### src/udmac_regs.svh
`ifndef UDMAC_REGS_SVH
`define UDMAC_REGS_SVH

// word-aligned byte offsets on the register bus
`define UDMAC_OFF_CTRL      5'h00
`define UDMAC_OFF_EVENTS    5'h04
`define UDMAC_OFF_MASK      5'h08
`define UDMAC_OFF_COUNT     5'h0C
`define UDMAC_OFF_ERROR     5'h10
`define UDMAC_OFF_STATUS    5'h14

// dma_control fields
`define UDMAC_CTL_EN        7
`define UDMAC_CTL_SKIP      6
`define UDMAC_CTL_TGL       5
`define UDMAC_CTL_AUTO      4
`define UDMAC_CTL_MOD       3
`define UDMAC_CTL_SEL_HI    2
`define UDMAC_CTL_SEL_LO    0
`define UDMAC_CTL_RESET     8'h00

// dma_events / dma_event_mask fields
`define UDMAC_EV_HALT       0
`define UDMAC_EV_ERR        1
`define UDMAC_EV_CNT        2
`define UDMAC_EV_SIZ        3
`define UDMAC_EV_NEXT_TOGGLE_STATE       5
`define UDMAC_EV_NUM        4
`define UDMAC_MASK_RESET    4'h0

// dma_error fields
`define UDMAC_ERR_AEH       7
`define UDMAC_ERR_CNT_HI    6

// endpoint select codes at and above this are reserved
`define UDMAC_SEL_LIMIT     3'h6
`define UDMAC_WAIT_RESET    1'b1

`endif

### src/udmac_pkg.sv
`default_nettype none
package udmac_pkg;

  typedef enum logic [4:0] {
    ST_IDLE  = 5'b00001,
    ST_FETCH = 5'b00010,
    ST_SEND  = 5'b00100,
    ST_RECV  = 5'b01000,
    ST_DRAIN = 5'b10000
  } udmac_state_type;

  // status of the selected endpoint FIFO and the serial engine
  typedef struct packed {
    logic tx_complete_flag;
    logic rx_packet_end_flag;
    logic fifo_warning;
    logic fifo_empty;
    logic fifo_full;
    logic packet_done;
    logic packet_toggle;
    logic rx_fault_flag;
    logic handshake_ack_flag;
    logic short_packet;
    logic tx_status_read;
    logic rx_status_read;
    logic tx_final_command;
    logic fw_fifo_access;
    logic fw_ep_reg_access;
  } udmac_ep_in_type;

  // controls returned to the selected endpoint
  typedef struct packed {
    logic [2:0] endpoint_select;
    logic       ep_enable;
    logic       rx_enable;
    logic       tx_enable;
    logic       fifo_flush;
    logic       retry_reschedule;
    logic       toggle_override;
    logic       toggle_value;
  } udmac_ep_out_type;

endpackage : udmac_pkg
`default_nettype wire

### src/udmac_evbit.sv
`timescale 1ns/1ps
`default_nettype none
module udmac_evbit (
  input  wire logic core_clk,
  input  wire logic rst_n,
  input  wire logic set_i,
  input  wire logic clr_i,
  output logic      flag_q
);
  // set beats a clear arriving in the same cycle
  always_ff @(posedge core_clk or negedge rst_n) begin
    if (!rst_n) begin
      flag_q <= 1'b0;
    end else if (set_i) begin
      flag_q <= 1'b1;
    end else if (clr_i) begin
      flag_q <= 1'b0;
    end
  end
endmodule : udmac_evbit
`default_nettype wire

### src/udmac_top.sv
// The implementer's own choices: the register addresses and register access over Avalon-MM.
`timescale 1ns/1ps
`default_nettype none
`include "udmac_regs.svh"
module udmac_top #(
  parameter int CNT_W   = 8,
  parameter int RETRY_W = 7
) (
  input  wire logic                      core_clk,
  input  wire logic                      rst_n,
  input  wire logic [4:0]                avs_address,
  input  wire logic                      avs_read,
  input  wire logic                      avs_write,
  input  wire logic [31:0]               avs_writedata,
  output logic [31:0]                    avs_readdata,
  output logic                           avs_waitrequest,
  input  wire logic                      host_interface_strap,
  input  wire udmac_pkg::udmac_ep_in_type ep_in,
  output udmac_pkg::udmac_ep_out_type    ep_out,
  output logic                           dma_req,
  output logic                           alternate_event_dma
);
  import udmac_pkg::*;

  logic                      waitrequest_r;
  logic [31:0]               readdata_r;
  logic                      dma_enable_bit_r;
  logic                      skip_rx_toggle_check_r;
  logic                      initial_toggle_value_r;
  logic                      auto_transfer_mode_r;
  logic                      request_timing_select_r;
  logic [2:0]                dma_endpoint_select_r;
  logic [`UDMAC_EV_NUM-1:0]  dma_event_mask_r;
  logic [CNT_W-1:0]          packet_countdown_r;
  logic                      auto_error_recovery_r;
  logic [RETRY_W-1:0]        retry_preset_r;
  logic [RETRY_W-1:0]        retry_budget_counter_r;
  logic                      next_toggle_state_r;
  udmac_state_type           state_r;
  udmac_state_type           state_nxt;
  udmac_ep_out_type          ep_out_r;
  logic                      dma_req_r;
  logic                      alt_dma_r;
  logic [`UDMAC_EV_NUM-1:0]  ev_q;
  logic [`UDMAC_EV_NUM-1:0]  ev_set;
  logic [`UDMAC_EV_NUM-1:0]  ev_clr;

  // engine decision strobes
  logic halt_graceful;
  logic err_set;
  logic cnt_done_ok;
  logic siz_set;
  logic retry_dec;
  logic flush_pulse;
  logic resched_pulse;
  logic start;

  // ---------------- bus slave ----------------
  // every access takes exactly one wait state; keeps read mux off the answer path
  logic req;
  logic wr_acc;
  logic rd_acc;
  assign req    = avs_read | avs_write;
  assign wr_acc = avs_write & ~waitrequest_r;
  assign rd_acc = avs_read & ~waitrequest_r;

  logic wr_ctl;
  logic wr_ev;
  logic wr_mask;
  logic wr_cnt;
  logic wr_err;
  assign wr_ctl  = wr_acc & (avs_address == `UDMAC_OFF_CTRL);
  assign wr_ev   = wr_acc & (avs_address == `UDMAC_OFF_EVENTS);
  assign wr_mask = wr_acc & (avs_address == `UDMAC_OFF_MASK);
  assign wr_cnt  = wr_acc & (avs_address == `UDMAC_OFF_COUNT);
  assign wr_err  = wr_acc & (avs_address == `UDMAC_OFF_ERROR);

  always_ff @(posedge core_clk or negedge rst_n) begin
    if (!rst_n) begin
      waitrequest_r <= `UDMAC_WAIT_RESET;
    end else begin
      waitrequest_r <= ~(req & waitrequest_r);
    end
  end

  // ---------------- shared terms ----------------
  logic den_eff;
  logic ep_tx;
  logic ep_valid;
  logic run;
  logic ev_any;
  logic abort_now;
  assign den_eff  = dma_enable_bit_r & ~host_interface_strap;
  assign ep_tx    = ~dma_endpoint_select_r[0];
  assign ep_valid = dma_endpoint_select_r < `UDMAC_SEL_LIMIT;
  assign run      = (state_r != ST_IDLE);
  assign ev_any   = |ev_q;
  // enable loss or firmware meddling ends the engine without cleanup
  assign abort_now = run & (~den_eff | ep_in.fw_fifo_access | ep_in.fw_ep_reg_access);
  // start only from idle with every event bit cleared
  assign start = ~run & auto_transfer_mode_r & den_eff & ep_valid & ~ev_any;

  logic pkt_bad;
  logic tgl_mismatch;
  logic pkt_err;
  assign pkt_bad      = ep_tx ? ~ep_in.handshake_ack_flag : ep_in.rx_fault_flag;
  // compared against the toggle before it flips for this packet
  assign tgl_mismatch = (ep_in.packet_toggle != next_toggle_state_r) &
                        (ep_tx | ~skip_rx_toggle_check_r);
  assign pkt_err      = ep_in.packet_done & (pkt_bad | tgl_mismatch);

  // ---------------- control register ----------------
  always_ff @(posedge core_clk or negedge rst_n) begin
    if (!rst_n) begin
      dma_enable_bit_r        <= 1'b0;
      skip_rx_toggle_check_r  <= 1'b0;
      initial_toggle_value_r  <= 1'b0;
      auto_transfer_mode_r    <= 1'b0;
      request_timing_select_r <= 1'b0;
      dma_endpoint_select_r   <= '0;
    end else if (wr_ctl) begin
      dma_enable_bit_r        <= avs_writedata[`UDMAC_CTL_EN];
      skip_rx_toggle_check_r  <= avs_writedata[`UDMAC_CTL_SKIP];
      initial_toggle_value_r  <= avs_writedata[`UDMAC_CTL_TGL];
      auto_transfer_mode_r    <= avs_writedata[`UDMAC_CTL_AUTO];
      request_timing_select_r <= avs_writedata[`UDMAC_CTL_MOD];
      dma_endpoint_select_r   <= avs_writedata[`UDMAC_CTL_SEL_HI:`UDMAC_CTL_SEL_LO];
    end
  end

  always_ff @(posedge core_clk or negedge rst_n) begin
    if (!rst_n) begin
      dma_event_mask_r <= `UDMAC_MASK_RESET;
    end else if (wr_mask) begin
      dma_event_mask_r <= avs_writedata[`UDMAC_EV_NUM-1:0];
    end
  end

  // ---------------- next toggle ----------------
  always_ff @(posedge core_clk or negedge rst_n) begin
    if (!rst_n) begin
      next_toggle_state_r <= 1'b0;
    end else if (wr_ctl) begin
      next_toggle_state_r <= avs_writedata[`UDMAC_CTL_TGL];
    end else if (ep_valid & ep_in.packet_done & ~pkt_bad) begin
      // a packet with a failed handshake or receive fault keeps its toggle; any other packet on a valid endpoint flips it, even one with a toggle mismatch
      next_toggle_state_r <= ~next_toggle_state_r;
    end
  end

  // ---------------- engine decisions ----------------
  always_comb begin
    state_nxt     = state_r;
    halt_graceful = 1'b0;
    err_set       = 1'b0;
    cnt_done_ok   = 1'b0;
    siz_set       = 1'b0;
    retry_dec     = 1'b0;
    flush_pulse   = 1'b0;
    resched_pulse = 1'b0;
    unique case (state_r)
      ST_IDLE: begin
        if (start) begin
          flush_pulse = 1'b1;
          state_nxt   = ep_tx ? ST_FETCH : ST_RECV;
        end
      end
      ST_FETCH: begin
        if (ep_in.fifo_full) begin
          state_nxt = ST_SEND;
        end
      end
      ST_SEND: begin
        if (pkt_err) begin
          if (auto_error_recovery_r && retry_budget_counter_r != '0) begin
            retry_dec     = 1'b1;
            resched_pulse = 1'b1;
          end else begin
            err_set   = 1'b1;
            state_nxt = ST_IDLE;
          end
        end else if (ep_in.packet_done) begin
          cnt_done_ok = 1'b1;
          if (!auto_transfer_mode_r) begin
            halt_graceful = 1'b1;
            state_nxt     = ST_IDLE;
          end else begin
            state_nxt = ST_FETCH;
          end
        end
      end
      ST_RECV: begin
        if (pkt_err) begin
          if (auto_error_recovery_r && retry_budget_counter_r != '0) begin
            retry_dec   = 1'b1;
            flush_pulse = 1'b1;
          end else begin
            err_set   = 1'b1;
            state_nxt = ST_IDLE;
          end
        end else if (ep_in.packet_done) begin
          siz_set   = ep_in.short_packet;
          state_nxt = ST_DRAIN;
        end else if (!auto_transfer_mode_r) begin
          // nothing in flight, so the halt can complete at once
          halt_graceful = 1'b1;
          state_nxt     = ST_IDLE;
        end
      end
      ST_DRAIN: begin
        if (ep_in.fifo_empty) begin
          cnt_done_ok = 1'b1;
          if (!auto_transfer_mode_r) begin
            halt_graceful = 1'b1;
            state_nxt     = ST_IDLE;
          end else begin
            state_nxt = ST_RECV;
          end
        end
      end
    endcase
    // late events would otherwise stack on a closing engine
    if (abort_now || (run && ev_any)) begin
      state_nxt     = ST_IDLE;
      halt_graceful = 1'b0;
      err_set       = 1'b0;
      cnt_done_ok   = 1'b0;
      siz_set       = 1'b0;
      retry_dec     = 1'b0;
      flush_pulse   = 1'b0;
      resched_pulse = 1'b0;
    end
  end

  always_ff @(posedge core_clk or negedge rst_n) begin
    if (!rst_n) begin
      state_r <= ST_IDLE;
    end else begin
      state_r <= state_nxt;
    end
  end

  // ---------------- counters ----------------
  always_ff @(posedge core_clk or negedge rst_n) begin
    if (!rst_n) begin
      packet_countdown_r <= '0;
    end else if (wr_cnt) begin
      packet_countdown_r <= avs_writedata[CNT_W-1:0];
    end else if (cnt_done_ok && packet_countdown_r != '0) begin
      packet_countdown_r <= packet_countdown_r - 1'b1;
    end
  end

  // preset is only writable while the engine is idle
  always_ff @(posedge core_clk or negedge rst_n) begin
    if (!rst_n) begin
      auto_error_recovery_r <= 1'b0;
      retry_preset_r        <= '0;
    end else if (wr_err && !run) begin
      auto_error_recovery_r <= avs_writedata[`UDMAC_ERR_AEH];
      retry_preset_r        <= avs_writedata[RETRY_W-1:0];
    end
  end

  always_ff @(posedge core_clk or negedge rst_n) begin
    if (!rst_n) begin
      retry_budget_counter_r <= '0;
    end else if (!run || cnt_done_ok || (ep_in.packet_done && !pkt_err)) begin
      retry_budget_counter_r <= retry_preset_r;
    end else if (retry_dec) begin
      retry_budget_counter_r <= retry_budget_counter_r - 1'b1;
    end
  end

  // ---------------- event bits ----------------
  logic fw_fifo_halt;
  logic den_drop;
  assign fw_fifo_halt = ~run & dma_req_r & ep_in.fw_fifo_access;
  assign den_drop     = wr_ctl & dma_enable_bit_r & ~avs_writedata[`UDMAC_CTL_EN];

  always_comb begin
    ev_set                 = '0;
    ev_set[`UDMAC_EV_HALT] = halt_graceful | abort_now | fw_fifo_halt | den_drop;
    ev_set[`UDMAC_EV_ERR]  = err_set;
    ev_set[`UDMAC_EV_CNT]  = cnt_done_ok & (packet_countdown_r == '0) & ~wr_cnt;
    ev_set[`UDMAC_EV_SIZ]  = siz_set & ~ep_tx;
    ev_clr                 = {`UDMAC_EV_NUM{wr_ev}} & avs_writedata[`UDMAC_EV_NUM-1:0];
  end

  generate
    for (genvar i = 0; i < `UDMAC_EV_NUM; i++) begin : g_ev
      udmac_evbit u_evbit (
        .core_clk (core_clk),
        .rst_n    (rst_n),
        .set_i    (ev_set[i]),
        .clr_i    (ev_clr[i]),
        .flag_q   (ev_q[i])
      );
    end
  endgenerate

  always_ff @(posedge core_clk or negedge rst_n) begin
    if (!rst_n) begin
      alt_dma_r <= 1'b0;
    end else begin
      alt_dma_r <= |(ev_q & dma_event_mask_r);
    end
  end

  // ---------------- DMA request ----------------
  logic req_norm;
  logic req_auto;
  always_comb begin
    if (request_timing_select_r) begin
      req_norm = ep_tx ? (ep_in.fifo_warning & ~ep_in.tx_complete_flag)
                       : (ep_in.fifo_warning & ~ep_in.fifo_empty);
    end else begin
      req_norm = ep_tx ? (ep_in.tx_complete_flag & ~ep_in.tx_status_read & ~ep_in.tx_final_command)
                       : (ep_in.rx_packet_end_flag & ~ep_in.rx_status_read & ~ep_in.fifo_empty);
    end
    // auto mode ignores the timing select, asking only around packets
    req_auto = ((state_nxt == ST_FETCH) & ~ep_in.fifo_full) |
               ((state_nxt == ST_DRAIN) & ~ep_in.fifo_empty);
  end

  always_ff @(posedge core_clk or negedge rst_n) begin
    if (!rst_n) begin
      dma_req_r <= 1'b0;
    end else begin
      dma_req_r <= den_eff & ep_valid & ~abort_now & ~fw_fifo_halt & ~den_drop &
                   (run | auto_transfer_mode_r ? req_auto : req_norm);
    end
  end

  // ---------------- endpoint controls ----------------
  always_ff @(posedge core_clk or negedge rst_n) begin
    if (!rst_n) begin
      ep_out_r <= '0;
    end else begin
      ep_out_r.endpoint_select  <= dma_endpoint_select_r;
      ep_out_r.ep_enable        <= ep_out_r.ep_enable | start;
      ep_out_r.rx_enable        <= (state_nxt == ST_RECV);
      ep_out_r.tx_enable        <= (state_nxt == ST_SEND);
      ep_out_r.fifo_flush       <= flush_pulse;
      ep_out_r.retry_reschedule <= resched_pulse;
      ep_out_r.toggle_override  <= (state_nxt != ST_IDLE) & ep_tx;
      ep_out_r.toggle_value     <= next_toggle_state_r;
    end
  end

  // ---------------- read mux ----------------
  always_ff @(posedge core_clk or negedge rst_n) begin
    if (!rst_n) begin
      readdata_r <= '0;
    end else if (avs_read && waitrequest_r) begin
      readdata_r <= '0;
      unique case (avs_address)
        `UDMAC_OFF_CTRL: begin
          readdata_r[`UDMAC_CTL_EN]   <= dma_enable_bit_r;
          readdata_r[`UDMAC_CTL_SKIP] <= skip_rx_toggle_check_r;
          readdata_r[`UDMAC_CTL_TGL]  <= initial_toggle_value_r;
          readdata_r[`UDMAC_CTL_AUTO] <= auto_transfer_mode_r;
          readdata_r[`UDMAC_CTL_MOD]  <= request_timing_select_r;
          readdata_r[`UDMAC_CTL_SEL_HI:`UDMAC_CTL_SEL_LO] <= dma_endpoint_select_r;
        end
        `UDMAC_OFF_EVENTS: begin
          readdata_r[`UDMAC_EV_NUM-1:0] <= ev_q;
          readdata_r[`UDMAC_EV_NEXT_TOGGLE_STATE]    <= next_toggle_state_r;
        end
        `UDMAC_OFF_MASK: begin
          readdata_r[`UDMAC_EV_NUM-1:0] <= dma_event_mask_r;
        end
        `UDMAC_OFF_COUNT: begin
          readdata_r[CNT_W-1:0] <= packet_countdown_r;
        end
        `UDMAC_OFF_ERROR: begin
          readdata_r[`UDMAC_ERR_AEH] <= auto_error_recovery_r;
          readdata_r[RETRY_W-1:0]    <= run ? retry_budget_counter_r : retry_preset_r;
        end
        `UDMAC_OFF_STATUS: begin
          readdata_r[4:0] <= state_r;
          readdata_r[8]   <= dma_req_r;
        end
        default: begin
          readdata_r <= '0;
        end
      endcase
    end
  end

  assign avs_readdata        = readdata_r;
  assign avs_waitrequest     = waitrequest_r;
  assign ep_out              = ep_out_r;
  assign dma_req             = dma_req_r;
  assign alternate_event_dma = alt_dma_r;
endmodule : udmac_top
`default_nettype wire

### config.mk
export PLATFORM = sky130hd
export DESIGN_NAME = udmac_top
export DESIGN_NICKNAME = d
export VERILOG_FILES = /design/src/udmac_pkg.sv /design/src/udmac_evbit.sv /design/src/udmac_top.sv
export VERILOG_INCLUDE_DIRS = /design/src
export SDC_FILE = /design/constraint.sdc
export NUM_CORES = 1
export LEC_CHECK = 0
export BUFFER_PORTS_ARGS = -buffer_cell sky130_fd_sc_hd__buf_4
export CAP_MARGIN = 40
export CORE_ASPECT_RATIO = 0.7
export CORE_MARGIN = 4
export CORE_UTILIZATION = 50
export CTS_CLUSTER_SIZE = 8
export DETAILED_ROUTE_END_ITERATION = 10
export PLACE_DENSITY = 0.81
export SETUP_SLACK_MARGIN = 0.3
export SYNTH_ARGS = -nofsm -noshare
export SYNTH_HDL_FRONTEND = slang
export SYNTH_HIERARCHICAL = 1
export SYNTH_SLANG_ARGS = --single-unit
### constraint.sdc
create_clock -name core_clk -period 4.5 [get_ports core_clk]
set_input_delay 0.45 -clock core_clk [delete_from_list [all_inputs] [get_ports core_clk]]
set_output_delay 0.45 -clock core_clk [all_outputs]
set_load 0.02 [all_outputs]
Word level (Yosys, flattened, before mapping)
Cells that the tools add are included.
Storage, ports and cells
  bits in registers: 67
  bits of input ports: 57
  output and inout port bits: 45
  logic and storage cells: 216
Operators by class
  add/sub/neg operators: 2
  $lt $le $gt $ge: 1
  eq/ne operators: 17
  multiplexer cells: 69
  bitwise logic cells: 73
  reduce and logical (&&, ||, !) cells: 25
Operator list (count)
  $mux W5: 10
  $mux W1: 43
  $and A1 B1 Y1: 38
  $pmux W5 S5: 1
  $pmux W4 S6: 1
  $not A1 Y1: 22
  $mux W7: 3
  $eq A5 B4 Y1 const B: 4
  $eq A5 B5 Y1 const B: 4
  $mux W8: 2
  $eq A5 B3 Y1 const B: 3
  $reduce_bool A2 Y1: 7
  $or A1 B1 Y1: 11
  $eq A5 B2 Y1 const B: 2
  $ne A5 B1 Y1 const B: 2
  $and A4 B4 Y4: 2
  $logic_not A8 Y1: 1
  $mux W4: 2
  $pmux W1 S4: 2
  $reduce_bool A8 Y1: 1
  $reduce_or A4 Y1: 2
  $sub A8 B1 Y8 const B: 1
  $reduce_bool A7 Y1: 1
  $sub A7 B1 Y7 const B: 1
  other kinds (12): 21

Depth between registers and ports, before layout
  word-level depth: 14
  gate-level depth with buffers: 10
  depth with buffers taken out: 10

By module
The synthesis kept the hierarchy.
Modules (own cells, without submodules)
  udmac_top: instances 1, cells an instance 401, area an instance 3723.6 um^2, sequential area each 1579.0 um^2
  udmac_evbit: instances 4, cells an instance 3, area an instance 36.3 um^2, sequential area each 25.0 um^2

Least setup slack after synthesis
Ideal clock, no wire load.
  kind: input to register
  start: in avs_address[2]
  end: reg dma_enable_bit_r
  setup time: 125 ps
  arrival time: 2177 ps
  required time: 4375 ps
  slack: 2198 ps
  cell stages on the path: 6
  path buffers: 2
  cell sequence: buf_2 -> nor4_2 -> nor2b_1 -> nor2b_1 -> buf_2 -> mux2_2
On the way
  word-level cells in the longest chain between the ends: 2
RTL lines
  start, declared: line udmac_top.sv:11  | input wire logic [4:0] avs_address,
  $logic_not A5 Y1
  $and A1 B1 Y1: line udmac_top.sv:72  | assign wr_ctl = wr_acc & (avs_address == `UDMAC_OFF_CTRL);
  end signal, assigned: line udmac_top.sv:122  | dma_enable_bit_r <= avs_writedata[`UDMAC_CTL_EN];
  end, declared: line udmac_top.sv:27  | logic dma_enable_bit_r;
Every way passes these cells.
A chain may end at the register's enable or synchronous reset.

Final worst setup path
  start: reg g_ev[0].u_evbit.flag_q
  end: reg dma_req_r (netlist: dma_req)
On the way
  word-level cells in the longest chain between the ends: 11
  elaborated cells on any way between the ends: 15
  classes of those cells: 2 x eq/ne; 4 x mux; 6 x bitwise; 3 x reduce/logical
RTL lines
  start, declared: line udmac_evbit.sv:8  | output logic flag_q
  start signal, assigned: line udmac_evbit.sv:13  | flag_q <= 1'b0;
  start signal, assigned: line udmac_evbit.sv:15  | flag_q <= 1'b1;
  start signal, assigned: line udmac_evbit.sv:17  | flag_q <= 1'b0;
  $reduce_or A4 Y1 *: line udmac_top.sv:97  | assign ev_any = |ev_q;
  $not A1 Y1: line udmac_top.sv:101  | assign start = ~run & auto_transfer_mode_r & den_eff & ep_valid & ~ev_any;
  $and A1 B1 Y1: line udmac_top.sv:101
  $mux W5: line udmac_top.sv:163  | if (start) begin
  $pmux W5 S5: line udmac_top.sv:161  | unique case (state_r)
  $mux W5 *: line udmac_top.sv:223  | if (abort_now || (run && ev_any)) begin
  via state_nxt[1]: line udmac_top.sv:40  | udmac_state_type state_nxt;
  $eq A5 B2 Y1 or $eq A5 B5 Y1 (tied branches): line udmac_top.sv:322, udmac_top.sv:323
  $and A1 B1 Y1, on equally long branches: line udmac_top.sv:322, udmac_top.sv:323
  $or A1 B1 Y1 *: line udmac_top.sv:322  | req_auto = ((state_nxt == ST_FETCH) & ~ep_in.fifo_full) |
  $mux W1 *: line udmac_top.sv:331  | (run | auto_transfer_mode_r ? req_auto : req_norm);
  $and A1 B1 Y1 *: line udmac_top.sv:330  | dma_req_r <= den_eff & ep_valid & ~abort_now & ~fw_fifo_halt & ~den_drop &
  end signal, assigned: line udmac_top.sv:330
  end, declared: line udmac_top.sv:42  | logic dma_req_r;
The timed path passes the listed nets; every way through them passes the cells marked *.

==> results.sh <==
export IMPL_worstPathRequired_ps=4730
export IMPL_p_sw_frac=0.414
export IMPL_avgViaCountPerCell=5.61
export IMPL_slowest_stage="nor4_2"
export IMPL_yosys_register_bits=67
export IMPL_status="finished clean"
export IMPL_period_share=0.631
export IMPL_worst_pin_slew_ps=927
export IMPL_slew_viol_final=0
export IMPL_setup_tns_ps=0
export IMPL_num_fill_cells=637
export IMPL_syn_to_final_growth_pct=14.2
export IMPL_seqPwrFrac=0.411
export IMPL_grt_ovfl_total=0
export IMPL_crit_reg2reg_launch="g_ev[0].u_evbit/flag_q"
export IMPL_pwr_share_comb=0.377
export IMPL_criticalPathCategory="register to register"
export IMPL_start_util=0.522
export IMPL_portBuffers=54
export IMPL_place_congestion=0.951
export IMPL_num_vias=3181
export IMPL_dp_hpwl_um=7670
export IMPL_ys_warn_count=6
export IMPL_syn_avg_cell_area_um2=9.37
export IMPL_grt_start_max_net_pins=68
export IMPL_holdBufCountCts=0
export IMPL_netlist_area_mm2=0.00387
export IMPL_skew_ps=10.8
export IMPL_max_stage_delay_ps=560
export IMPL_n_antenna_cell=0
export IMPL_clkPwrFrac=0.211
export IMPL_grt_pass1_vias=3057
export IMPL_grt_setup_unrepaired="no"
export IMPL_min_path_type="primary input to async pin"
export IMPL_async_reset_ff_frac=1.00
export IMPL_setup_violations=0
export IMPL_power_switching_mw=0.869
export IMPL_die_h_um=81.6
export IMPL_grt_pass1_wl_um=16200
export IMPL_worstSetupEndpointType="register"
export IMPL_power_density_mw_per_mm2=475
export IMPL_rows=26
export IMPL_fin_crit_ps=2840
export IMPL_post_cts_buffers=0
export IMPL_finalHoldViolCount=0
export IMPL_core_region_area_mm2=0.00742
export IMPL_cts_tree="yes"
export IMPL_first_pass_iters=5
export IMPL_clock_sinks=67
export IMPL_die_w_um=113
export IMPL_antenna_found_initial=0
export IMPL_cts_buffers=9
export IMPL_clk_insertion_delay_late_ps=360
export IMPL_drc=0
export IMPL_p_leak_nw=2.00
export IMPL_cts_root_buf="clkbuf_8"
export IMPL_max_freq_mhz=352
export IMPL_drtIter0Drc=463
export IMPL_routedWlPerCell_um=17.8
export IMPL_ys_types=59
export IMPL_p_int_mw=1.23
export IMPL_clockBufferDepth=2
export IMPL_synth_edff_count=0
export IMPL_peakVddDrop_uv=331
export IMPL_cp_max_fo=5
export IMPL_ant_nets=0
export IMPL_track_usage=0.232
export IMPL_ys_seq_area_frac=0.434
export IMPL_io_pins=102
export IMPL_clk_pin_slew_ps=80
export IMPL_p_total_mw=2.10
export IMPL_crit_chain="nor4_2 -> nand4_1 -> nor2_2 -> mux2i_1 -> o211a_1 -> mux2_2 -> a31oi_1 -> nor3_1"
export IMPL_synth_cells=413
export IMPL_max_cap_violations=0
export IMPL_synthFlopType="dfrtp_1"
export IMPL_drive_above_1_share=0.237
export IMPL_crit_path_start_kind="register"
export IMPL_cts_resized=0
export IMPL_dieArea_mm2=0.00923
export IMPL_critPathArrivalTime_ps=3070
export IMPL_cts_max_level=3
export IMPL_slew_headroom=0.379
export IMPL_drt_wl_total_um=10100
export IMPL_final_net_count=524
export IMPL_crit_start="g_ev[0].u_evbit/flag_q"
[stage by stage]
stage	setup slack (ps)	std cells	utilization	hold WS (ps)	area [um^2]
finish	1660	567	0.595	195	4420
global placement	1800	551	0.573	425	4250
detailed placement	1790	551	0.573	425	4250
CTS	1770	567	0.595	219	4420
floorplan	2200	435	-	154	3950
global route	1480	567	0.595	253	4420
[sequential cells by signal (all words and copies together) (netlist names), 3 cells and up]
register,flops
retry_budget_counter_r,7
dma_event_mask_r,4
retry_preset_r,7
state_r,5
dma_endpoint_select_r,3
avs_readdata,9
g_ev.u_evbit/flag_q,4
packet_countdown_r,8
ep_out,10
[critical path, delay by kind of cell (launching register included)]
family           cells  cell delay, ps
flip-flops           1             430
AO/OA/AOI/OAI        2             490
AND/OR/NAND/NOR      4            1210
multiplexers         2             580
[layout by cell type (no fill, tap or decap), types with 3 or more instances in the layout]
cell,synthesis,final
dfrtp_1,65,65
buf_4,23,56
nor2_1,38,38
nand2_1,37,37
a21oi_1,33,33
conb_1,1,23
o21ai_0,22,22
mux2_2,21,21
inv_1,20,20
mux2i_1,16,16
nor3_1,12,12
clkbuf_8,0,9
nand3_1,8,8
xnor2_1,8,8
nor2b_1,6,6
xor2_1,6,6
a31oi_1,6,6
and2_1,6,6
o22ai_1,5,5
a21o_1,5,5
nor3_2,4,4
o211ai_1,4,4
nand2b_1,4,4
nand3b_1,4,4
a22oi_1,4,4
clkinv_2,0,4
and3_1,3,3
ha_1,3,3
[final timing paths]
check / endpoint / slack, ps / depth (start not counted)
hold reg to reg: ep_out[9] / 450 / 0
max in group asynchronous: retry_preset_r[0] / 3750 / 1
hold / removal: ep_out[2] / 190 / 1
min in group core_clk: avs_waitrequest / 250 / 2
setup / recovery: dma_req / 1660 / 8
setup reg to reg: dma_req / 1660 / 8
[logic make-up (layout without fill, tap and decap cells)]
group | Yosys count | in the layout | share of synthesized area
AO/OA/AOI/OAI | 93 | 93 | 0.149
XOR/XNOR | 14 | 14 | 0.0317
adder cells (fa/ha/maj) | 3 | 3 | 0.00970
buffers and inverters | 58 | 92 | 0.0828
flip-flops | 67 | 67 | 0.434
multiplexers | 37 | 37 | 0.103
other | 1 | 23 | 0.000969
AND/OR/NAND/NOR | 140 | 140 | 0.190
[synthesized netlist by cell type, drive strengths merged (6+ instances only)]
cell	number	area share
a31oi	6	0.0097
nor2b	6	0.0097
buf	33	0.059
a21oi	33	0.043
inv	20	0.019
mux2i	16	0.041
nand3	8	0.010
nor3	16	0.026
nand2	37	0.036
o21ai	22	0.028
dfrtp	65	0.42
and2	6	0.0097
mux2	21	0.061
nor2	39	0.038
xnor2	8	0.018
xor2	6	0.014
[routing by layer]
layer	track usage	share of wire	vias up
met1	0.347	0.45	1492
li1	-	-	1497
met3	0.0773	0.12	9
met2	0.320	0.42	183
met4	0.0612	0.0086	0
met5	0	0	-
[area by class of cell]
type                            count  area [um^2]  area share
Clock buffer                        9          124      0.0280
Clock inverter                      7         43.8     0.00992
Inverter                           20         75.1      0.0170
Multi-Input combinational cell    310         1950       0.442
Sequential cell                    67         1680       0.380
Tap cell                           98          123      0.0278
Timing Repair Buffer               56          420      0.0952
[power by group through the flow]
stage | clock (mW) | sequential, mW | combinational, mW
2_1_floorplan | 0 | 0.829 | 0.589
3_3_place_gp | 0 | 0.867 | 0.762
3_5_place_dp | 0 | 0.873 | 0.776
4_1_cts | 0.457 | 0.861 | 0.779
5_1_grt | 0.485 | 0.882 | 0.884
6_report | 0.444 | 0.864 | 0.792
Note: power is estimated with default switching activity, not from simulation.
